$ cat src/hdl/bcm_pkg.sv
package bcm_pkg;

  // ****************************************
  // Bus widths and field layout
  // ****************************************
  localparam int ADDR_W      = 32;
  localparam int DATA_W      = 32;
  localparam int LOW_ADDR_HI = 7;
  localparam int LOW_ADDR_LO = 2;
  localparam int LOW_ADDR_W  = LOW_ADDR_HI - LOW_ADDR_LO + 1;
  localparam int PAGE_BYTES  = 256;
  localparam int STRB_W      = 4;

  // ****************************************
  // Timing
  // ****************************************
  localparam int CLK_PERIOD_NS  = 10;
  localparam int ADDR_SETUP_NS  = 20;
  localparam int ADDR_SETUP_CYC = (ADDR_SETUP_NS + CLK_PERIOD_NS - 1) / CLK_PERIOD_NS;
  localparam int DATA_SETUP_NS  = 10;
  localparam int DATA_SETUP_CYC = (DATA_SETUP_NS + CLK_PERIOD_NS - 1) / CLK_PERIOD_NS;
  localparam int CNT_W          = 4;

  // ****************************************
  // Types
  // ****************************************
  typedef struct packed {
    logic [ADDR_W-1:0] addr;
    logic [DATA_W-1:0] wdata;
    logic [STRB_W-1:0] strobes;
    logic              write;
    logic              lock;
    logic              burst;
  } bcm_req_s;

  typedef struct packed {
    logic [DATA_W-1:0] rdata;
    logic              no_cache;
    logic              burst_taken;
  } bcm_rsp_s;

  typedef enum logic [2:0] {
    ST_IDLE,
    ST_ADDR,
    ST_SELECT,
    ST_DATA,
    ST_WAIT_ACK,
    ST_SHORT_GAP,
    ST_SHORT_ADDR,
    ST_END
  } bcm_state_e;

endpackage

$ cat src/hdl/bcm_master.sv
`timescale 1ns/1ps
// What this block does
// [RULE_01] Hold atomic_hold across locked cycles
// [RULE_02] Slave drives no_cache per answered cycle
// [RULE_03] Assert burst_request with full_cycle_strobe at address
// [RULE_04] Slave answers burst_ack with slave_select
// [RULE_05] Missing request or ack means single cycle
// [RULE_06] After first ack drop strobes, request only
// [RULE_07] Slave keeps slave_select through burst
// [RULE_08] Short cycle drives new A7-A2 only
// [RULE_09] Reassert burst_request to start short cycle
// [RULE_10] Read strobes with request, write strobes after
// [RULE_11] Slave gives data then data_ack
// [RULE_12] Closing master drops all strobes together
// [RULE_13] Sample burst_ack at burst_request falling edge
// [RULE_14] Slave negates burst_ack one cycle early
// [RULE_15] After ack loss finish one more, end
// [RULE_16] Never request bursts not supported
// [RULE_17] Burst support optional for slaves
// [RULE_18] Slave releases select and data at end
// [RULE_19] Slave combines latched page with low address
module bcm_master
  #(parameter logic BURST_CAPABLE = 1'b1)
(
  input  wire logic                           clk,
  input  wire logic                           resetn,
  input  wire logic                           req_valid,
  output logic                                req_ready,
  input  wire bcm_pkg::bcm_req_s              req,
  input  wire logic                           req_last,
  output logic                                rsp_valid,
  output bcm_pkg::bcm_rsp_s                   rsp,
  output logic                                busy,
  output logic [bcm_pkg::ADDR_W-1:0]          addr_o,
  output logic                                addr_oe,
  output logic [bcm_pkg::DATA_W-1:0]          data_o,
  output logic                                data_oe,
  input  wire logic [bcm_pkg::DATA_W-1:0]     data_i,
  output logic                                write_o,
  output logic                                full_cycle_strobe,
  output logic                                data_phase_enable,
  output logic [bcm_pkg::STRB_W-1:0]          data_strobes,
  output logic                                burst_request,
  output logic                                atomic_hold,
  input  wire logic                           slave_select,
  input  wire logic                           burst_ack,
  input  wire logic                           no_cache,
  input  wire logic                           data_ack
);

  // ****************************************
  // Pin synchronisers
  // ****************************************
  // Bit order: select, burst ack, no cache, data ack
  logic [3:0]                  sync1_q;
  logic [3:0]                  sync2_q;
  logic [bcm_pkg::DATA_W-1:0]  dsync1_q;
  logic [bcm_pkg::DATA_W-1:0]  dsync2_q;
  wire                         sel_s  = sync2_q[3];
  wire                         mack_s = sync2_q[2];
  wire                         inh_s  = sync2_q[1];
  wire                         dack_s = sync2_q[0];

  always_ff @(posedge clk or negedge resetn)
  begin
    if (!resetn)
    begin
      sync1_q  <= 4'h0;
      sync2_q  <= 4'h0;
      dsync1_q <= 32'h0;
      dsync2_q <= 32'h0;
    end
    else
    begin
      sync1_q  <= {slave_select, burst_ack, no_cache, data_ack};
      sync2_q  <= sync1_q;
      dsync1_q <= data_i;
      dsync2_q <= dsync1_q;
    end
  end

  // ****************************************
  // Sequencer
  // ****************************************
  bcm_pkg::bcm_state_e                state_q;
  bcm_pkg::bcm_state_e                state_d;
  logic [bcm_pkg::CNT_W-1:0]          cnt_q;
  logic                               in_burst_q;
  logic                               cont_ok_q;
  logic                               stop_q;
  logic                               lock_q;
  bcm_pkg::bcm_req_s                  cur_q;
  logic                               want_mt_q;

  wire idle_st  = (state_q == bcm_pkg::ST_IDLE);
  wire take     = req_valid && req_ready;
  wire want_mt  = BURST_CAPABLE && req.burst; // [RULE_16]
  wire setup_ok = (cnt_q == '0);
  wire last_sc  = stop_q || !cont_ok_q;
  // Next short cycle needs a queued request that fits the same page and burst
  // Ack loss still grants this one; the end is decided at data_ack
  wire next_ok  = req_valid && req.burst && !stop_q
                  && (req.addr[bcm_pkg::ADDR_W-1:bcm_pkg::LOW_ADDR_HI+1]
                      == cur_q.addr[bcm_pkg::ADDR_W-1:bcm_pkg::LOW_ADDR_HI+1]); // [RULE_08]

  // Taken while idle, or in the gap only on the edge that leaves it, so the request is never lost
  assign req_ready = idle_st || (state_q == bcm_pkg::ST_SHORT_GAP && !dack_s && next_ok);
  assign busy      = !idle_st;

  always_comb
  begin
    state_d = state_q;
    case (state_q)
      bcm_pkg::ST_IDLE:       if (req_valid) state_d = bcm_pkg::ST_ADDR;
      bcm_pkg::ST_ADDR:       if (setup_ok) state_d = bcm_pkg::ST_SELECT;
      bcm_pkg::ST_SELECT:     if (sel_s) state_d = bcm_pkg::ST_DATA;
      bcm_pkg::ST_DATA:       if (setup_ok) state_d = bcm_pkg::ST_WAIT_ACK;
      bcm_pkg::ST_WAIT_ACK:
        if (dack_s)
          state_d = (in_burst_q && !last_sc) ? bcm_pkg::ST_SHORT_GAP : bcm_pkg::ST_END;
      bcm_pkg::ST_SHORT_GAP:
        if (!dack_s)
          state_d = next_ok ? bcm_pkg::ST_SHORT_ADDR : bcm_pkg::ST_END;
      bcm_pkg::ST_SHORT_ADDR: if (setup_ok) state_d = bcm_pkg::ST_DATA;
      bcm_pkg::ST_END:        if (!sel_s) state_d = bcm_pkg::ST_IDLE; // [RULE_18]
      default:                state_d = bcm_pkg::ST_IDLE;
    endcase
  end

  wire enter_setup = (state_d != state_q)
                     && (state_d == bcm_pkg::ST_ADDR || state_d == bcm_pkg::ST_SHORT_ADDR);
  wire enter_data  = (state_d != state_q) && (state_d == bcm_pkg::ST_DATA);

  always_ff @(posedge clk or negedge resetn)
  begin
    if (!resetn)
    begin
      state_q    <= bcm_pkg::ST_IDLE;
      cnt_q      <= '0;
      in_burst_q <= 1'b0;
      cont_ok_q  <= 1'b0;
      stop_q     <= 1'b0;
      lock_q     <= 1'b0;
      cur_q      <= '0;
    end
    else
    begin
      state_q <= state_d;
      if (enter_setup)
        cnt_q <= bcm_pkg::CNT_W'(bcm_pkg::ADDR_SETUP_CYC);
      else if (enter_data)
        cnt_q <= bcm_pkg::CNT_W'(bcm_pkg::DATA_SETUP_CYC);
      else if (cnt_q != '0)
        cnt_q <= cnt_q - 1'b1;
      if (take)
      begin
        cur_q  <= req;
        stop_q <= req_last;
      end
      if (take && idle_st)
        lock_q <= req.lock; // [RULE_01]
      else if (idle_st && !req_valid)
        lock_q <= 1'b0;
      if (state_q == bcm_pkg::ST_SELECT && sel_s)
      begin
        in_burst_q <= want_mt_q && mack_s; // [RULE_05]
        cont_ok_q  <= mack_s;
      end
      // Ack level sampled where burst_request falls
      if (state_q == bcm_pkg::ST_WAIT_ACK && dack_s)
        cont_ok_q <= mack_s; // [RULE_13] [RULE_15]
      if (state_d == bcm_pkg::ST_IDLE)
        in_burst_q <= 1'b0;
    end
  end

  always_ff @(posedge clk or negedge resetn)
  begin
    if (!resetn)
      want_mt_q <= 1'b0;
    else if (take && idle_st)
      want_mt_q <= want_mt;
  end

  // ****************************************
  // Pin drive
  // ****************************************
  wire st_addr  = (state_q == bcm_pkg::ST_ADDR);
  wire st_data  = (state_q == bcm_pkg::ST_DATA) || (state_q == bcm_pkg::ST_WAIT_ACK);
  wire st_sa    = (state_q == bcm_pkg::ST_SHORT_ADDR);
  wire st_gap   = (state_q == bcm_pkg::ST_SHORT_GAP);
  wire in_cycle = !idle_st && (state_q != bcm_pkg::ST_END);
  // Write strobes wait a data setup after the short request
  wire wr_late  = cur_q.write && (state_q == bcm_pkg::ST_DATA) && !setup_ok && in_burst_q;

  assign full_cycle_strobe = in_cycle && !(st_addr && !setup_ok && cnt_q
                             == bcm_pkg::CNT_W'(bcm_pkg::ADDR_SETUP_CYC)); // [RULE_12]
  assign addr_oe           = st_addr || st_sa || (state_q == bcm_pkg::ST_SELECT && !sel_s);
  assign addr_o            = cur_q.addr; // [RULE_08]
  assign write_o           = cur_q.write;
  assign data_phase_enable = st_data || st_gap || st_sa; // [RULE_06]
  assign data_strobes      = (st_data && !wr_late) ? cur_q.strobes : 4'h0; // [RULE_10]
  assign data_oe           = cur_q.write && (st_data || st_sa);
  assign data_o            = cur_q.wdata;
  // Request during address phase and while each short cycle runs
  assign burst_request     = (want_mt_q && (st_addr || state_q == bcm_pkg::ST_SELECT))
                             || (in_burst_q && (st_sa || st_data)); // [RULE_03] [RULE_09]
  assign atomic_hold       = lock_q && !(idle_st && !req_valid); // [RULE_01]

  // ****************************************
  // Response
  // ****************************************
  always_ff @(posedge clk or negedge resetn)
  begin
    if (!resetn)
    begin
      rsp_valid <= 1'b0;
      rsp       <= '0;
    end
    else
    begin
      rsp_valid <= (state_q == bcm_pkg::ST_WAIT_ACK) && dack_s;
      if ((state_q == bcm_pkg::ST_WAIT_ACK) && dack_s)
      begin
        rsp.rdata       <= dsync2_q;
        rsp.no_cache    <= inh_s;
        rsp.burst_taken <= in_burst_q;
      end
    end
  end

  // ****************************************
  // Checks
  // ****************************************
  chk_req_no_burst: assert property (@(posedge clk) disable iff (!resetn) // [RULE_16]
    burst_request |-> BURST_CAPABLE && cur_q.burst)
    else $error("burst request without capability");
  chk_short_keep_fcs: assert property (@(posedge clk) disable iff (!resetn) // [RULE_06]
    st_gap |-> full_cycle_strobe && data_phase_enable && data_strobes == 4'h0
      && !burst_request) else $error("short gap signals wrong");
  chk_single_no_gap: assert property (@(posedge clk) disable iff (!resetn) // [RULE_05]
    (state_q == bcm_pkg::ST_WAIT_ACK && dack_s && !in_burst_q)
      |=> state_q == bcm_pkg::ST_END) else $error("single cycle not closed");
  chk_ack_loss_end: assert property (@(posedge clk) disable iff (!resetn) // [RULE_15]
    (state_q == bcm_pkg::ST_WAIT_ACK && dack_s && !cont_ok_q)
      |=> state_q == bcm_pkg::ST_END) else $error("burst after ack loss");
  chk_end_release: assert property (@(posedge clk) disable iff (!resetn) // [RULE_12]
    state_q == bcm_pkg::ST_END |-> !full_cycle_strobe && !data_phase_enable
      && !burst_request) else $error("strobes held at end");
  chk_lock_cover: assert property (@(posedge clk) disable iff (!resetn) // [RULE_01]
    ($rose(full_cycle_strobe) && cur_q.lock) |-> atomic_hold)
    else $error("lock dropped in cycle");
  chk_page_kept: assert property (@(posedge clk) disable iff (!resetn) // [RULE_08]
    $rose(st_sa) |-> $stable(cur_q.addr[bcm_pkg::ADDR_W-1:bcm_pkg::LOW_ADDR_HI+1]))
    else $error("page changed");
  chk_rsp_after_ack: assert property (@(posedge clk) disable iff (!resetn) // [RULE_11]
    rsp_valid |-> $past(dack_s) && $past(data_strobes != 4'h0))
    else $error("response without data ack");

  cov_single: cover property (@(posedge clk) disable iff (!resetn)
    state_q == bcm_pkg::ST_WAIT_ACK && dack_s && !in_burst_q);
  cov_short: cover property (@(posedge clk) disable iff (!resetn) st_sa);
  cov_ack_loss: cover property (@(posedge clk) disable iff (!resetn)
    in_burst_q && !cont_ok_q);
  cov_locked: cover property (@(posedge clk) disable iff (!resetn) atomic_hold && busy);

endmodule

$ cat config.mk
export PLATFORM = sky130hd
export DESIGN_NAME = bcm_master
export DESIGN_NICKNAME = d
export VERILOG_FILES = /design/src/hdl/bcm_pkg.sv /design/src/hdl/bcm_master.sv
export SDC_FILE = /design/constraint.sdc
export NUM_CORES = 1
export LEC_CHECK = 0
export ABC_AREA = 1
export ABC_CLOCK_PERIOD_IN_PS = 2800
export BUFFER_PORTS_ARGS = -buffer_cell sky130_fd_sc_hd__buf_2
export CAP_MARGIN = 20
export CORE_UTILIZATION = 30
export CTS_CLUSTER_SIZE = 10
export DETAILED_ROUTE_END_ITERATION = 6
export HOLD_SLACK_MARGIN = 0.06
export SLEW_MARGIN = 20
export SYNTH_ARGS = -nofsm -noshare
export SYNTH_HDL_FRONTEND = slang
export SYNTH_SLANG_ARGS = --single-unit
$ cat constraint.sdc
create_clock -name clk -period 2.8 [get_ports clk]
set_input_delay 0.28 -clock clk [delete_from_list [all_inputs] [get_ports clk]]
set_output_delay 0.28 -clock clk [all_outputs]
set_load 0.02 [all_outputs]
==> impl_metrics.env <==
export IMPL_cts_root_buf="clkbuf_16"
export IMPL_avgSynthCellArea_um2=9.49
export IMPL_fin_crit_ps=2390
export IMPL_rsz0062_at_grt="no"
export IMPL_synth_top_area_share_pct=63.7
export IMPL_syn_to_final_growth_pct=34.9
export IMPL_io_pins=223
export IMPL_grt_first_pass_wirelength_um=29000
export IMPL_min_path_cells=3
export IMPL_cts_sinks=188
export IMPL_grtUsageMet3_pct=4.58
export IMPL_irDropWorstVdd_v=0.000410
export IMPL_htree_levels=4
export IMPL_grt_pass1_vias=5638
export IMPL_firstDrtPassIters=4
export IMPL_final_nets=1146
export IMPL_layout_drive_gt1_share_pct=25.5
export IMPL_dieArea_mm2=0.0253
export IMPL_power_density_mw_per_mm2=1040
export IMPL_clk_latency_ps=430
export IMPL_cp_data_arrival_time_ps=2110
export IMPL_tns_ps=0
export IMPL_seq_power_share_pct=39.0
export IMPL_wirelength_um=17500
export IMPL_mappedNetlistArea_mm2=0.00739
export IMPL_power_leakage_uw=0.00541
export IMPL_start_kind="flop"
export IMPL_synth_edff_count=0
export IMPL_io_buffers=222
export IMPL_clock_path_buffers=2
export IMPL_async_flop_share_pct=100
export IMPL_skew_ps=24.5
export IMPL_grt_antenna_before_repair=0
export IMPL_design_core_area_mm2=0.0242
export IMPL_busiest_layer="met2"
export IMPL_setup_violations=0
export IMPL_grtUsageTotal_pct=14.5
export IMPL_end_kind="output pin"
export IMPL_ctsResizeCount=0
export IMPL_viasPerCell=4.06
export IMPL_drtIter0Drc=306
export IMPL_routedWlPerCell_um=12.8
export IMPL_switchingPower_uw=4270
export IMPL_period_share_pct=85.4
export IMPL_synth_seq_area_share_pct=63.7
export IMPL_fmax_ghz=0.418
export IMPL_p_clk_share_pct=23.7
export IMPL_ff2ff_path_depth=12
export IMPL_regToRegStartpoint="addr_o[13]"
export IMPL_hp_start="req[6]"
export IMPL_grt_util_met1_pct=19.4
export IMPL_antenna_cells=0
export IMPL_synth_seq_cells=188
export IMPL_maxCapViolations=0
export IMPL_yosysMostFrequentCell="nand2_1"
export IMPL_num_rows=57
export IMPL_fin_util_pct=41.1
export IMPL_synth_common_cells="352 x nand2_1, 188 x dfrtp_1, 67 x buf_4, 46 x inv_1, 36 x nor2_1"
export IMPL_synth_area_leaders="dfrtp_1 64%, nand2_1 18%, buf_4 6.8%"
export IMPL_netlist_instances=779
export IMPL_vias=5567
export IMPL_rr_endpoint="data_o[7]"
export IMPL_hold_end="cur_q[6]"
export IMPL_rrSetupSlack_ps=670
export IMPL_syn_nets=892
export IMPL_synthDistinctLibCells=26
export IMPL_grt_use_met2_pct=22.5
export IMPL_crit_type="flop to output pin"
export IMPL_fp_dieH_um=159
export IMPL_required_ps=2520
export IMPL_overflow=0
export IMPL_cts_tree="built"
export IMPL_die_w_um=159
export IMPL_clkTransAtPathRegs_ps=70
export IMPL_intPower_uw=6100
export IMPL_yosysWarnings=0
export IMPL_drtAntennaViolNets=0
export IMPL_worstPathMaxFanout=8
export IMPL_synth_largest_area_cell="dfrtp_1"
export IMPL_tightest_slew_ps=803
export IMPL_cts_buffers=17
export IMPL_total_power_uw=10400
export IMPL_swShare_pct=41.2
export IMPL_drc=0
export IMPL_max_slew_margin_pct=46.4
export IMPL_initial_core_util_pct=30.5
export IMPL_grt_max_degree=77
export IMPL_gp_congestion=0.860
export IMPL_hold_viol_final=0
export IMPL_post_dp_hpwl_um=11300
export IMPL_hold_class="input port to flop"
export IMPL_status="finished clean"
export IMPL_combPwrFrac_pct=37.2
export IMPL_maxSlewViolCount=0
export IMPL_synth_top_flop_cell="dfrtp_1"
## metrics by stage
stage | hold slack (ps) | instance area [µm²] | setup slack [ps] | cells
CTS | 61.9 | 9940 | 331 | 1369
finish | 75.4 | 9970 | 409 | 1370
detailed placement | 335 | 8400 | 628 | 1245
global placement | 331 | 8400 | 648 | 1245
floorplan | -15.6 | 7390 | 1050 | 779
global route | 72.4 | 9970 | 175 | 1370
## layer usage
metal | wire length, µm | vias to the layer above
met5 | 0 | -
met4 | 220 | 0
met3 | 1230 | 18
met2 | 7770 | 207
met1 | 8260 | 2548
li1 | - | 2794
## cell type report
type / instances / area, µm²
fillers: 2387 / 14300
flip-flops and latches: 188 / 4700
repair buffers: 321 / 2150
multi-input cells: 456 / 1900
clock buffers: 17 / 425
well taps: 324 / 405
clock inverters: 15 / 194
inverters: 49 / 184
## what timing repair did
item,4_1_cts,5_1_grt
setup buffers,0,0
hold endpoints to repair,165,0
hold buffers,92,0
## cells in the final DEF, fill, tap and decap left out, types with 2 or more instances in the layout
master | Yosys | layout
nand3b_1 | 2 | 2
clkbuf_16 | 0 | 17
buf_12 | 0 | 3
inv_6 | 0 | 2
o21ai_0 | 20 | 20
clkinv_8 | 0 | 6
dlygate4sd3_1 | 0 | 92
nand3_1 | 13 | 13
xnor2_1 | 7 | 7
buf_2 | 8 | 221
nand2_1 | 352 | 352
xor2_1 | 10 | 10
nor3_1 | 3 | 3
buf_4 | 67 | 3
dfrtp_1 | 188 | 188
clkinv_4 | 0 | 4
inv_2 | 2 | 2
ha_1 | 2 | 2
inv_12 | 0 | 2
nor2_1 | 36 | 36
inv_1 | 46 | 46
a21oi_1 | 3 | 3
## power by group through the flow
| stage | logic (µW) | clock network (µW) | registers [µW] |
|---|---|---|---|
| global placement | 3730 | 0 | 4070 |
| finish | 3860 | 2460 | 4050 |
| global route | 4300 | 2680 | 4160 |
| floorplan | 2810 | 0 | 4280 |
| detailed placement | 3790 | 0 | 4080 |
| CTS | 3890 | 2580 | 4040 |
## worst max-delay path by stage
stage          startpoint         endpoint  slack, ps  depth (start not counted)
2_1_floorplan  state_q[0]       addr_o[12]       1050                          8
3_3_place_gp    req_valid        data_o[7]        650                         14
3_5_place_dp    req_valid        data_o[7]        630                         14
4_1_cts          cnt_q[0]  data_strobes[1]        330                          8
5_1_grt          cnt_q[0]  data_strobes[3]        180                          8
6_report         cnt_q[0]  data_strobes[0]        410                          8
## sequential cells by signal, summed over array words and instances (netlist names), 3 cells and up
register / cells
addr_o: 32
dsync2_q: 32
data_o: 32
sync1_q: 4
dsync1_q: 32
cur_q: 4
sync2_q: 4
rsp: 34
cnt_q: 4
state_q: 3
## critical path: stages (launching register included)
cell	delay, ps
dfrtp_1	360
inv_1	130
ha_1	240
nand3_2	210
nand2_1	170
o21ai_0	140
buf_4	190
nor2_1	90
buf_2	180
## logic make-up (layout without fill, tap and decap cells)
group / Yosys count / count (layout) / share of synthesized area [%]
buffers and inverters: 135 / 402 / 10.6
DFF: 188 / 188 / 63.7
adders and majority gates: 2 / 2 / 0.339
AOI/OAI and AO/OA: 25 / 25 / 1.78
xor gates and xnor gates: 17 / 17 / 2.01
muxes: 1 / 1 / 0.152
and+or+nand+nor: 411 / 411 / 21.5
(Power assumes the default switching activity.)
